===== src/rac_pkg.sv =====
// package: register map, field positions and reset values
package rac_pkg;
  localparam int ADDR_W = 9;
  localparam int DATA_W = 16;
  // 16-bit register word addresses (byte address with bit 0 clear)
  localparam logic [8:0] OFS_ID = 9'h000;
  localparam logic [8:0] OFS_CTRL1 = 9'h002;
  localparam logic [8:0] OFS_CTRL2 = 9'h004;
  localparam logic [8:0] OFS_GIOCFG = 9'h00A;
  localparam logic [8:0] OFS_ISTAT = 9'h010;
  localparam logic [8:0] OFS_IEN = 9'h012;
  localparam logic [8:0] OFS_LIVE = 9'h014;
  localparam logic [8:0] OFS_LATCH = 9'h016;
  localparam logic [8:0] OFS_SIEN = 9'h018;
  localparam logic [8:0] OFS_GIORB = 9'h01C;
  localparam logic [8:0] OFS_CNT = 9'h01E;
  // functional block ranges that answer with ready
  localparam logic [8:0] GLB_LO = 9'h000;
  localparam logic [8:0] GLB_HI = 9'h01F;
  localparam logic [8:0] PORT_LO = 9'h040;
  localparam logic [8:0] PORT_HI = 9'h07F;
  localparam logic [8:0] LENC_LO = 9'h08C;
  localparam logic [8:0] LENC_HI = 9'h0DF;
  localparam logic [8:0] TRC_LO = 9'h0E8;
  localparam logic [8:0] TRC_HI = 9'h0FF;
  localparam logic [8:0] FRM_LO = 9'h118;
  localparam logic [8:0] FRM_HI = 9'h13F;
  localparam logic [8:0] TST_LO = 9'h180;
  localparam logic [8:0] TST_HI = 9'h19F;
  // writable bit masks
  localparam logic [15:0] CTRL1_MASK = 16'h40FF;
  localparam logic [15:0] CTRL2_MASK = 16'hFF0E;
  localparam logic [15:0] GIOCFG_MASK = 16'hFFFF;
  localparam logic [15:0] IEN_MASK = 16'h0011;
  localparam logic [15:0] LATCH_MASK = 16'h001F;
  // control-one field positions
  localparam int C1_SOFTRST = 1;
  localparam int C1_CLRSEL = 2;
  localparam int C1_UPDATE = 3;
  // latched / live bit positions
  localparam int ST_UPD = 0;
  localparam int ST_CLOL = 1;
  localparam int NUM_EV = 5;
  // reset values
  localparam logic [15:0] CTRL1_RST = 16'h0000;
  localparam logic [15:0] CTRL2_RST = 16'h0000;
  localparam logic [15:0] IEN_RST = 16'h0000;
  // arbitrary neutral identification value
  localparam logic [15:0] DEV_ID = 16'h0A5C;
  localparam logic [15:0] CNT_MAX = 16'hFFFF;
endpackage


===== src/rac_pm_if.sv =====
// interface: counter update handshake between top and counter
`timescale 1ns/1ps
interface rac_pm_if;
  logic event_hit;
  logic update_req;
  logic clear;
  logic freeze;
  logic [15:0] held;
  logic update_busy_n;
  logic zero_n;
  modport ctrl (output event_hit, output update_req, output clear,
    output freeze, input held, input update_busy_n, input zero_n);
  modport cnt (input event_hit, input update_req, input clear,
    input freeze, output held, output update_busy_n, output zero_n);
endinterface


===== src/rac_latch_bit.sv =====
// one latched or latched-on-change status bit
`timescale 1ns/1ps
module rac_latch_bit (
  input wire logic core_clk_i,
  input wire logic rst_i,
  input wire logic ce_i,
  input wire logic event_i,
  input wire logic on_change_i,
  input wire logic enable_i,
  input wire logic clear_i,
  input wire logic force_clr_i,
  output logic latched_o
);
  logic prev_r;
  logic set_w;
  // RULE10 set on fresh onset only
  // RULE11 both edges when on-change
  assign set_w = enable_i &&
    ((event_i && !prev_r) || (on_change_i && !event_i && prev_r));
  always_ff @(posedge core_clk_i or posedge rst_i) begin
    if (rst_i) begin
      prev_r <= 1'b0;
    end else if (ce_i) begin
      prev_r <= event_i;
    end
  end
  always_ff @(posedge core_clk_i or posedge rst_i) begin
    if (rst_i) begin
      latched_o <= 1'b0;
    end else if (ce_i) begin
      if (force_clr_i) begin
        latched_o <= 1'b0;
      end else if (set_w) begin
        // set wins over clear
        latched_o <= 1'b1;
      end else if (clear_i) begin
        latched_o <= 1'b0;
      end
    end
  end
endmodule // rac_latch_bit


===== src/rac_pm_counter.sv =====
// saturating event counter with snapshot register
`timescale 1ns/1ps
module rac_pm_counter (
  input wire logic core_clk_i,
  input wire logic rst_i,
  input wire logic ce_i,
  rac_pm_if.cnt pm
);
  logic [15:0] live_r;
  logic [15:0] held_r;
  typedef enum {PH_IDLE, PH_ZERO, PH_RAISE} rac_phase_type;
  rac_phase_type phase_r;
  logic req_d_r;
  logic zero_r;
  logic busy_r;
  logic start_w;
  // RULE7 rising edge starts update
  assign start_w = pm.update_req && !req_d_r;
  always_ff @(posedge core_clk_i or posedge rst_i) begin
    if (rst_i) begin
      req_d_r <= 1'b0;
    end else if (ce_i) begin
      req_d_r <= pm.update_req;
    end
  end
  // RULE8 load, reset, zero low, raise
  always_ff @(posedge core_clk_i or posedge rst_i) begin
    if (rst_i) begin
      phase_r <= PH_IDLE;
      busy_r <= 1'b0;
      zero_r <= 1'b1;
      held_r <= 16'h0000;
    end else if (ce_i) begin
      zero_r <= 1'b1;
      if (pm.clear) begin
        // RULE19 data path reset during or after a mode change clears
        held_r <= 16'h0000;
        phase_r <= PH_IDLE;
        busy_r <= 1'b0;
      end else begin
        case (phase_r)
          PH_IDLE: begin
            if (start_w) begin
              held_r <= live_r;
              busy_r <= 1'b1;
              phase_r <= PH_ZERO;
            end
          end
          PH_ZERO: begin
            zero_r <= 1'b0;
            phase_r <= PH_RAISE;
          end
          PH_RAISE: begin
            busy_r <= 1'b0;
            phase_r <= PH_IDLE;
          end
          default: begin
            phase_r <= PH_IDLE;
          end
        endcase
      end
    end
  end
  // RULE6 saturate, RULE9 count during load
  // RULE18 frozen counter keeps value
  always_ff @(posedge core_clk_i or posedge rst_i) begin
    if (rst_i) begin
      live_r <= 16'h0000;
    end else if (ce_i) begin
      if (pm.clear) begin
        live_r <= 16'h0000;
      end else if (phase_r == PH_IDLE && start_w) begin
        live_r <= (pm.event_hit && !pm.freeze) ? 16'h0001 : 16'h0000;
      end else if (pm.event_hit && !pm.freeze &&
                   live_r != rac_pkg::CNT_MAX) begin
        live_r <= live_r + 16'h0001;
      end
    end
  end
  assign pm.held = held_r;
  assign pm.update_busy_n = !busy_r;
  assign pm.zero_n = zero_r;
endmodule // rac_pm_counter


===== src/rac_regs.sv =====
// global register bank with microprocessor port decode
`timescale 1ns/1ps
//**************************************************
// Operation
// RULE1: decode register space from nine address bits, banks in sequence
// RULE2: non-writable banks ignore writes and read zero
// RULE3: unassigned bits and unused registers discard writes, read zero
// RULE4: during data path reset, config writes stored but not applied
// RULE5: host re-issues rising-edge actions after data path reset
// RULE6: event counters saturate at maximum
// RULE7: update strobe rising edge starts update; status low meanwhile
// RULE8: load count, reset counter, zero indication low, raise status
// RULE9: no events lost during an update
// RULE10: latched bit sets on event, re-sets only after event returns
// RULE11: latched-on-change bit sets on event start and end
// RULE12: config bit selects clear-on-read or clear-on-write
// RULE13: clear-on-read clears sixteen bits, or accessed byte in 8-bit
// RULE14: clear-on-write clears only bit positions written with one
// RULE15: reserved config bits read and write, no effect
// RULE16: reserved status reads zero; reserved latched not set by events
// RULE17: reserved interrupt enable still raises interrupt if latched
// RULE18: reserved counter holds value, no increments, updates still work
// RULE19: data path reset clears latched bits and counters; code clears only during or after a mode change
// RULE20: host clears latched bits by access, counters by two updates
// RULE21: ready inactive for unused space outside blocks, else active
// RULE22: 8-bit mode odd byte is upper half, even is lower
//**************************************************
module rac_regs (
  input wire logic core_clk_i,
  input wire logic rst_i,
  input wire logic ce_i,
  input wire logic datapath_reset_n_i,
  input wire logic [8:0] adr_i,
  input wire logic [15:0] wdata_i,
  input wire logic cs_i,
  input wire logic wr_i,
  input wire logic rd_i,
  input wire logic bus8_i,
  input wire logic mode_change_i,
  input wire logic [4:0] event_i,
  input wire logic [4:0] event_valid_i,
  input wire logic count_event_i,
  input wire logic count_valid_i,
  input wire logic port_irq_i,
  input wire logic [7:0] gpio_i,
  output logic [15:0] rdata_o,
  output logic ready_o,
  output logic global_update_status_o,
  output logic zero_count_n_o,
  output logic irq_o,
  output logic datapath_soft_reset_o,
  output logic [15:0] active_ctrl1_o,
  output logic [15:0] active_ctrl2_o,
  output logic [15:0] active_giocfg_o
);
  //**************************************************
  // access decode
  //**************************************************
  logic [8:0] word_w;
  logic in_block_w;
  logic access_w;
  logic lo_w;
  logic hi_w;
  logic [15:0] lane_w;
  logic [15:0] wval_w;
  logic dp_rst_w;
  // RULE1 nine-bit address, word index
  assign word_w = {adr_i[8:1], 1'b0};
  // RULE21 ready only inside functional blocks
  always_comb begin
    in_block_w = 1'b0;
    if (adr_i <= rac_pkg::GLB_HI) in_block_w = 1'b1;
    if (adr_i >= rac_pkg::PORT_LO && adr_i <= rac_pkg::PORT_HI)
      in_block_w = 1'b1;
    if (adr_i >= rac_pkg::LENC_LO && adr_i <= rac_pkg::LENC_HI)
      in_block_w = 1'b1;
    if (adr_i >= rac_pkg::TRC_LO && adr_i <= rac_pkg::TRC_HI)
      in_block_w = 1'b1;
    if (adr_i >= rac_pkg::FRM_LO && adr_i <= rac_pkg::FRM_HI)
      in_block_w = 1'b1;
    if (adr_i >= rac_pkg::TST_LO && adr_i <= rac_pkg::TST_HI)
      in_block_w = 1'b1;
  end
  assign access_w = cs_i && (wr_i || rd_i);
  assign ready_o = access_w && in_block_w;
  // RULE22 odd byte is upper half in 8-bit mode
  assign lo_w = !bus8_i || !adr_i[0];
  assign hi_w = !bus8_i || adr_i[0];
  assign lane_w = {{8{hi_w}}, {8{lo_w}}};
  assign wval_w = bus8_i ? {wdata_i[7:0], wdata_i[7:0]} : wdata_i;
  assign dp_rst_w = !datapath_reset_n_i;
  //**************************************************
  // configuration registers
  //**************************************************
  logic [15:0] ctrl1_r;
  logic [15:0] ctrl2_r;
  logic [15:0] giocfg_r;
  logic [15:0] ien_r;
  logic wr_glb_w;
  assign wr_glb_w = cs_i && wr_i && (adr_i <= rac_pkg::GLB_HI);
  // RULE2 RULE3 RULE15 masked writes, unused dropped
  always_ff @(posedge core_clk_i or posedge rst_i) begin
    if (rst_i) begin
      ctrl1_r <= rac_pkg::CTRL1_RST;
      ctrl2_r <= rac_pkg::CTRL2_RST;
      giocfg_r <= 16'h0000;
      ien_r <= rac_pkg::IEN_RST;
    end else if (ce_i && wr_glb_w) begin
      case (word_w)
        rac_pkg::OFS_CTRL1: ctrl1_r <= (ctrl1_r & ~lane_w) |
          (wval_w & lane_w & rac_pkg::CTRL1_MASK);
        rac_pkg::OFS_CTRL2: ctrl2_r <= (ctrl2_r & ~lane_w) |
          (wval_w & lane_w & rac_pkg::CTRL2_MASK);
        rac_pkg::OFS_GIOCFG: giocfg_r <= (giocfg_r & ~lane_w) |
          (wval_w & lane_w & rac_pkg::GIOCFG_MASK);
        rac_pkg::OFS_IEN: ien_r <= (ien_r & ~lane_w) |
          (wval_w & lane_w & rac_pkg::IEN_MASK);
        default: begin
        end
      endcase
    end
  end
  // RULE4 stored values applied only outside data path reset
  logic [15:0] act1_r;
  logic [15:0] act2_r;
  logic [15:0] actg_r;
  always_ff @(posedge core_clk_i or posedge rst_i) begin
    if (rst_i) begin
      act1_r <= rac_pkg::CTRL1_RST;
      act2_r <= rac_pkg::CTRL2_RST;
      actg_r <= 16'h0000;
    end else if (ce_i && !dp_rst_w) begin
      act1_r <= ctrl1_r;
      act2_r <= ctrl2_r;
      actg_r <= giocfg_r;
    end
  end
  assign active_ctrl1_o = act1_r;
  assign active_ctrl2_o = act2_r;
  assign active_giocfg_o = actg_r;
  assign datapath_soft_reset_o = act1_r[rac_pkg::C1_SOFTRST];
  //**************************************************
  // mode-change tracking for data path reset clearing
  //**************************************************
  logic mc_pend_r;
  logic dp_clear_w;
  always_ff @(posedge core_clk_i or posedge rst_i) begin
    if (rst_i) begin
      mc_pend_r <= 1'b0;
    end else if (ce_i) begin
      if (mode_change_i) mc_pend_r <= 1'b1;
      else if (dp_rst_w) mc_pend_r <= 1'b0;
    end
  end
  // RULE19 clear during or after a mode change
  assign dp_clear_w = dp_rst_w && (mc_pend_r || mode_change_i);
  //**************************************************
  // performance counter
  //**************************************************
  rac_pm_if pm ();
  assign pm.event_hit = count_event_i;
  // RULE18 reserved counter frozen
  assign pm.freeze = !count_valid_i;
  assign pm.update_req = act1_r[rac_pkg::C1_UPDATE];
  assign pm.clear = dp_clear_w;
  rac_pm_counter u_cnt (
    .core_clk_i(core_clk_i),
    .rst_i(rst_i),
    .ce_i(ce_i),
    .pm(pm)
  );
  assign global_update_status_o = pm.update_busy_n;
  assign zero_count_n_o = pm.zero_n;
  //**************************************************
  // latched status bits
  //**************************************************
  logic rd_latch_w;
  logic wr_latch_w;
  logic [15:0] clr_w;
  logic [4:0] latch_w;
  logic [4:0] live_w;
  assign rd_latch_w = ce_i && cs_i && rd_i && word_w == rac_pkg::OFS_LATCH;
  assign wr_latch_w = ce_i && cs_i && wr_i && word_w == rac_pkg::OFS_LATCH;
  // RULE12 clear mode select
  // RULE13 read clears accessed lanes
  // RULE14 write-one clears position
  always_comb begin
    clr_w = 16'h0000;
    if (act1_r[rac_pkg::C1_CLRSEL]) begin
      if (wr_latch_w) clr_w = wval_w & lane_w;
    end else if (rd_latch_w) begin
      clr_w = lane_w;
    end
  end
  // RULE16 reserved bits: status zero, no event sets
  assign live_w = event_i & event_valid_i;
  // update-done pulse; the idle-high level would latch at reset exit
  logic ups_d_r;
  logic upd_done_w;
  always_ff @(posedge core_clk_i or posedge rst_i) begin
    if (rst_i) begin
      ups_d_r <= 1'b1;
    end else if (ce_i) begin
      ups_d_r <= pm.update_busy_n;
    end
  end
  assign upd_done_w = pm.update_busy_n && !ups_d_r;
  genvar g;
  generate
    for (g = 0; g < rac_pkg::NUM_EV; g++) begin : g_lat
      rac_latch_bit u_lat (
        .core_clk_i(core_clk_i),
        .rst_i(rst_i),
        .ce_i(ce_i),
        .event_i(g == rac_pkg::ST_UPD ? upd_done_w : live_w[g]),
        .on_change_i(g == rac_pkg::ST_CLOL),
        .enable_i(g == rac_pkg::ST_UPD ? 1'b1 : event_valid_i[g]),
        .clear_i(clr_w[g]),
        .force_clr_i(dp_clear_w),
        .latched_o(latch_w[g])
      );
    end
  endgenerate
  //**************************************************
  // interrupt and read mux
  //**************************************************
  logic [15:0] sien_w;
  logic glb_irq_w;
  // RULE17 reserved enables still gate latched bits
  assign sien_w = {13'h0000, ien_r[2:0]};
  assign glb_irq_w = |(latch_w[2:0] & sien_w[2:0]);
  assign irq_o = (glb_irq_w && ien_r[0]) || (port_irq_i && ien_r[4]);
  logic [15:0] rword_w;
  always_comb begin
    rword_w = 16'h0000;
    // RULE2 RULE3 unlisted addresses read zero
    if (adr_i <= rac_pkg::GLB_HI) begin
      case (word_w)
        rac_pkg::OFS_ID: rword_w = rac_pkg::DEV_ID;
        rac_pkg::OFS_CTRL1: rword_w = ctrl1_r;
        rac_pkg::OFS_CTRL2: rword_w = ctrl2_r;
        rac_pkg::OFS_GIOCFG: rword_w = giocfg_r;
        rac_pkg::OFS_ISTAT: rword_w = {11'h000, port_irq_i, 3'h0,
          glb_irq_w};
        rac_pkg::OFS_IEN: rword_w = ien_r;
        rac_pkg::OFS_LIVE: rword_w = {14'h0000, live_w[rac_pkg::ST_CLOL],
          pm.update_busy_n};
        rac_pkg::OFS_LATCH: rword_w = {11'h000, latch_w};
        rac_pkg::OFS_SIEN: rword_w = sien_w;
        rac_pkg::OFS_GIORB: rword_w = {8'h00, gpio_i};
        rac_pkg::OFS_CNT: rword_w = pm.held;
        default: rword_w = 16'h0000;
      endcase
    end
  end
  // data output registered; 8-bit mode returns lane in low byte
  always_ff @(posedge core_clk_i or posedge rst_i) begin
    if (rst_i) begin
      rdata_o <= 16'h0000;
    end else if (ce_i && cs_i && rd_i) begin
      rdata_o <= (bus8_i && adr_i[0]) ? {8'h00, rword_w[15:8]} :
        (bus8_i ? {8'h00, rword_w[7:0]} : rword_w);
    end
  end
endmodule // rac_regs


===== config.mk =====
export PLATFORM = sky130hd
export DESIGN_NAME = rac_regs
export DESIGN_NICKNAME = d
export VERILOG_FILES = /design/src/rac_pkg.sv /design/src/rac_pm_if.sv /design/src/rac_latch_bit.sv /design/src/rac_pm_counter.sv /design/src/rac_regs.sv
export SDC_FILE = /design/constraint.sdc
export NUM_CORES = 1
export LEC_CHECK = 0
export ABC_AREA = 1
export BUFFER_PORTS_ARGS = -buffer_cell sky130_fd_sc_hd__buf_4
export CELL_PAD_IN_SITES_DETAIL_PLACEMENT = 1
export CELL_PAD_IN_SITES_GLOBAL_PLACEMENT = 1
export CORE_MARGIN = 2
export CORE_UTILIZATION = 43
export DETAILED_ROUTE_END_ITERATION = 16
export PLACE_DENSITY_LB_ADDON = 0.1
export SLEW_MARGIN = 20
export SYNTH_ARGS = -nofsm -noshare
export SYNTH_HDL_FRONTEND = slang
export SYNTH_SLANG_ARGS = --single-unit

===== constraint.sdc =====
create_clock -name core_clk_i -period 6.05 [get_ports core_clk_i]
set_input_delay 0.3025 -clock core_clk_i [delete_from_list [all_inputs] [get_ports core_clk_i]]
set_output_delay 0.3025 -clock core_clk_i [all_outputs]
set_load 0.01 [all_outputs]

# Word-level counts from Yosys, hierarchy flattened
# Index checks and enable logic that the tools add are counted.
[totals]
latchBits = 0
output_inout_bits = 69
elab_cells = 191
reg_bits = 207
ram_bits = 0
memories = 0
in_bits = 55
mem_bits_ro = 0
[op_classes]
eq_ne = 15
muxes = 46
div_mod_pow = 0
n_reduce_logical = 80
n_bitwise = 12
addsub = 1
shift = 0
n_lt_le_gt_ge = 11
mul = 0
[ops]
columns = ["operator", "n"]
rows = [
  ["case mux 16 bit (11 select lines)", 1],
  ["2-to-1 mux 16 bit", 10],
  ["bitwise AND 16 bit", 5],
  ["logical NOT 32 bit", 2],
  ["2-to-1 mux 32 bit", 2],
  ["case mux 32 bit (2 select lines)", 1],
  ["== test 8 x 4 -> 1 bit, second input constant", 7],
  ["logical AND 1 bit", 35],
  ["== test 32 x 1 -> 1 bit, second input constant", 1],
  ["== test 32 x 2 -> 1 bit, second input constant", 1],
  ["bitwise OR 16 bit", 2],
  ["2-to-1 mux 1 bit", 28],
  ["AND reduction 2 bit", 12],
  ["nonzero test 3 bit", 7],
  ["greater-or-equal comparator 9 x 8 -> 1 bit, second input constant", 2],
  ["greater-or-equal comparator 9 bit, second input constant", 2],
  ["less-or-equal comparator 9 x 8 -> 1 bit, second input constant", 2],
  ["less-or-equal comparator 9 bit, second input constant", 2],
  ["adder 16 x 1 -> 16 bit, second input constant", 1],
  ["inequality test 16 bit, second input constant", 1],
  ["inverter 16 bit", 1],
  ["bitwise OR 16 x 15 -> 16 bit", 1],
  ["bitwise OR 16 x 5 -> 16 bit", 1],
  ["2-to-1 mux 5 bit", 3],
  ["17 further kinds", 35],
]

# Depth between registers and ports, before layout
[depth]
word_depth = 8
mapped_depth = 13
ltp_nobuf = 12

# By module
# A second synthesis with hierarchy kept.
[hier_totals]
cells_unflattened = 1062
hier_area_um2 = 8655.8
[modules_own_cells]
columns = ["mod", "n_inst", "cells_per_inst", "area_per_inst_um2", "seq_area_each_um2"]
rows = [
  ["rac_regs", 1, 734, 6150.9, 3254.4],
  ["rac_pm_counter", 1, 253, 1985.7, 927.1],
  ["rac_latch_bit", 5, 15, 103.8, 50.0],
]

# Least setup slack after synthesis
# No wires, ideal clock.
[synth_path]
path_kind = "input to register"
start = "in bus8_i"
end = "reg with a tool-made name"
t_arrival_ns = 1.427
path_buffers = 2
setup_time_ns = 0.128
required_ns = 5.922
stages = 6
path_slack_ns = 4.496
cell_sequence = "buf_2 nand2_1 inv_1 buf_2 nor3_4 mux2_1"
[synth_lines]
columns = ["item", "line_no", "text"]
rows = [
  ["from (decl)", "rac_regs.sv:38", "input wire logic bus8_i,"],
]

# Worst setup path after layout
[layout_path]
start = "reg mc_pend_r"
end = "reg u_cnt.live_r[9]"
[layout_between]
elab_chain_cells = 4
word_cells_on_any_way = 5
classes_between = "mux (1); reduce/logical (4)"
[layout_lines]
columns = ["item", "line_no", "text"]
rows = [
  ["from (decl)", "rac_regs.sv:145", "logic mc_pend_r;"],
  ["from (signal assigned)", "rac_regs.sv:149", "mc_pend_r <= 1'b0;"],
  ["from (signal assigned)", "rac_regs.sv:151", "if (mode_change_i) mc_pend_r <= 1'b1;"],
  ["from (signal assigned)", "rac_regs.sv:152", "else if (dp_rst_w) mc_pend_r <= 1'b0;"],
  ["logical OR 1 bit (*)", "rac_regs.sv:156", "assign dp_clear_w = dp_rst_w && (mc_pend_r || mode_change_i);"],
  ["logical AND 1 bit (*)", "rac_regs.sv:156", ""],
  ["nonzero test 3 bit (no line)", "n/a", ""],
  ["AND reduction 2 bit (no line)", "n/a", ""],
  ["to (signal assigned)", "rac_pm_counter.sv:73", "live_r <= (pm.event_hit && !pm.freeze) ? 16'h0001 : 16'h0000;"],
  ["to (signal assigned)", "rac_pm_counter.sv:76", "live_r <= live_r + 16'h0001;"],
  ["to (decl)", "rac_pm_counter.sv:9", "logic [15:0] live_r;"],
]
# Every way passes the cells marked *; elsewhere a longest branch is shown, timed or not.
# A chain may end at the register's enable or synchronous reset.

==> flow_metrics.env <==
export IMPL_outcome="finished clean"
export IMPL_dpl_hpwl_mm=17.9
export IMPL_finalSetupViolCount=0
export IMPL_reg2reg_depth=9
export IMPL_yosysSeqAreaShare=0.534
export IMPL_cts_path_max_buffers=2
export IMPL_gp_routability_congestion=0.857
export IMPL_final_max_slew_viol_count=0
export IMPL_dr_pass1_iters=5
export IMPL_ios=124
export IMPL_synth_top_area_share=0.527
export IMPL_ant_nets=0
export IMPL_dieWidth_um=143
export IMPL_dp_cells=1339
export IMPL_htree_levels=4
export IMPL_synth_distinct_cells=43
export IMPL_hold_buffers=0
export IMPL_wirelength_mm=24.6
export IMPL_path_max_fanout=28
export IMPL_rrSetupSlack_ns=3.46
export IMPL_critPathKind="reg2reg"
export IMPL_dieArea_mm2=0.0204
export IMPL_crit_start="mc_pend_r$_DFFE_PP0P_"
export IMPL_post_cts_setup_buffers=0
export IMPL_syn_nets=1050
export IMPL_clk_pin_slew_ns=0.07
export IMPL_synthCells=994
export IMPL_cts_sinks=177
export IMPL_cts_root_buf="clkbuf_16"
export IMPL_antenna_found_initial=0
export IMPL_vdd_ir_drop_max_uv=218
export IMPL_synthFlopType="dfrtp_1"
export IMPL_grt_pass1_vias=7288
export IMPL_grt_pass1_wl_mm=39.0
export IMPL_synthTopCellsByCount="243 x nand2_1, 175 x dfrtp_1, 103 x o21ai_0"
export IMPL_drive_gt1_frac=0.185
export IMPL_viasPerCell=5.18
export IMPL_layout_cells_non_filler=1371
export IMPL_critical_path_top_delay_family="simple AND/OR/NAND/NOR gates"
export IMPL_syn_avg_cell_area_um2=8.35
export IMPL_synth_edf_count=0
export IMPL_numCtsBuffers=17
export IMPL_async_flop_share=1.00
export IMPL_timing_critical_path_arrival_ns=2.91
export IMPL_p_leak_nw=4.99
export IMPL_cts_resized=0
export IMPL_maxCapViolations=0
export IMPL_numPortBuffers=121
export IMPL_core_area_mm2=0.0188
export IMPL_vias=7099
export IMPL_fin_crit_sh=0.428
export IMPL_finalSetupTns_ns=0
export IMPL_hold_class="in2async"
export IMPL_cp_data_required_time_ns=6.37
export IMPL_critical_path_cell_chain="nor2_1 > nor2_2 > nor2_2 > nor2_4 > inv_2 > nand2_4 > inv_1 > a21oi_1 > a21oi_1"
export IMPL_max_stage_delay_ns=0.61
export IMPL_nNetsFinal=1154
export IMPL_synth_most_common_cell="nand2_1"
export IMPL_hold_viol=0
export IMPL_synth_area_leaders="dfrtp_1 53%, nand2_1 11%, o21ai_0 6.2%, nand3_1 5.8%, inv_1 4.5%"
export IMPL_drc=0
export IMPL_rows=50
export IMPL_r2r_start="mc_pend_r$_DFFE_PP0P_"
export IMPL_die_y_um=143
export IMPL_start_util=0.441
export IMPL_area_delta_synth_final_pct=20.0
export IMPL_netlist_area_mm2=0.00830
export IMPL_yosys_warnings=0
export IMPL_wl_per_cell_um=17.9
export IMPL_gr_total_overflow=0
export IMPL_slew_headroom=0.261
export IMPL_antenna_diode_count=0
export IMPL_num_fill_cells=2274
export IMPL_yosysTopAreaCell="dfrtp_1"
export IMPL_drt_iter0_drc=380
export IMPL_min_period_ns=2.59
export IMPL_worst_pin_slew_ns=1.11
export IMPL_ys_ff_latch=177
export IMPL_grt_max_degree=111
export IMPL_powerDensity_mw_per_mm2=271
export IMPL_track_usage=0.250
export IMPL_rr_endpoint="u_cnt.live_r[9]$_DFFE_PP0P_"
export IMPL_timing_hold_ws_ns=0.0106
export IMPL_slowest_stage="nor2_2"
export IMPL_fin_skew_ns=0.0116
export IMPL_clk_latency_ns=0.43
export IMPL_grt_setup_unrepaired="no"
export IMPL_start_kind="register"
export IMPL_path_buf_inv=2
export IMPL_fin_util=0.529
export IMPL_timing_fmax_ghz=0.386
export IMPL_cts_tree="built"
export IMPL_p_total_mw=2.70
export IMPL_cp_end_kind="register"
-- how the worst max path moves through the flow --
stage                              endpoint  depth (start not counted)
2_1_floorplan                     async pin                          1
3_3_place_gp   u_cnt.live_r[10]$_DFFE_PP0P_                          9
3_5_place_dp                       register                          7
4_1_cts         u_cnt.live_r[9]$_DFFE_PP0P_                          9
5_1_grt         u_cnt.live_r[8]$_DFFE_PP0P_                          9
6_report        u_cnt.live_r[9]$_DFFE_PP0P_                          9
-- where the power goes --
| part | switching [mW] | leakage, nW | internal, mW |
|---|---|---|---|
| clock network | 0.513 | 0.277 | 0.623 |
| logic | 0.179 | 2.46 | 0.105 |
| registers | 0.0379 | 2.26 | 1.24 |
-- cells in the final DEF (no fill, tap or decap), drive strengths merged, types with 2 or more instances in the layout --
cell type / Yosys / final
nand2: 249 / 249
o21ai: 131 / 131
a31oi: 2 / 2
clkinvlp: 0 / 5
mux2: 20 / 20
nor2: 104 / 104
dfstp: 2 / 2
a21oi: 21 / 21
a21boi: 2 / 2
dfrtp: 175 / 175
buf: 24 / 123
bufinv: 0 / 2
clkbuf: 14 / 18
xor2: 3 / 3
nand4: 4 / 4
a2bb2oi: 3 / 3
inv: 106 / 112
o31ai: 11 / 11
nor3: 12 / 12
nand3: 99 / 99
a22o: 3 / 3
-- metal layers --
metal  routed length [um]  GRT usage  vias to the layer above
met5                    0          0                        -
met4                  372     0.0709                        0
met3                  982     0.0399                       25
met2                11800      0.407                      140
met1                11400      0.346                     3487
li1                     -          -                     3447
-- kinds of logic (layout without fill, tap and decap cells) --
group,count (synthesis),after routing,share of synthesized area
muxes,21,21,0.0283
xor gates and xnor gates,4,4,0.00422
and+or+nand+nor,470,470,0.245
buffers and inverters,144,261,0.0719
DFF,177,177,0.534
AOI/OAI and AO/OA,177,177,0.115
adders and majority gates,1,1,0.00151
-- final cells by class --
type | instances | area [um^2] | area share
clock buffers | 18 | 429 | 0.0431
clock inverters | 14 | 171 | 0.0172
inverters | 106 | 408 | 0.0409
multi-input cells | 673 | 3280 | 0.329
flip-flops and latches | 177 | 4430 | 0.445
well taps | 260 | 325 | 0.0326
repair buffers | 123 | 923 | 0.0926
-- worst register-to-register path: stages, from the launching register on --
cell,delay (ns)
dfrtp_1,0.35
nor2_1,0.06
nor2_2,0.61
nor2_2,0.33
nor2_4,0.24
inv_2,0.23
nand2_4,0.30
inv_1,0.17
a21oi_1,0.14
a21oi_1,0.05
-- stage by stage --
stage / setup WS (ns) / cell area (um^2)
2_1_floorplan: 0.949 / 8300
3_3_place_gp: 3.36 / 9360
3_5_place_dp: 3.36 / 9360
4_1_cts: 3.42 / 9960
5_1_grt: 3.17 / 9970
6_report: 3.46 / 9970
(Power assumes the default switching activity.)
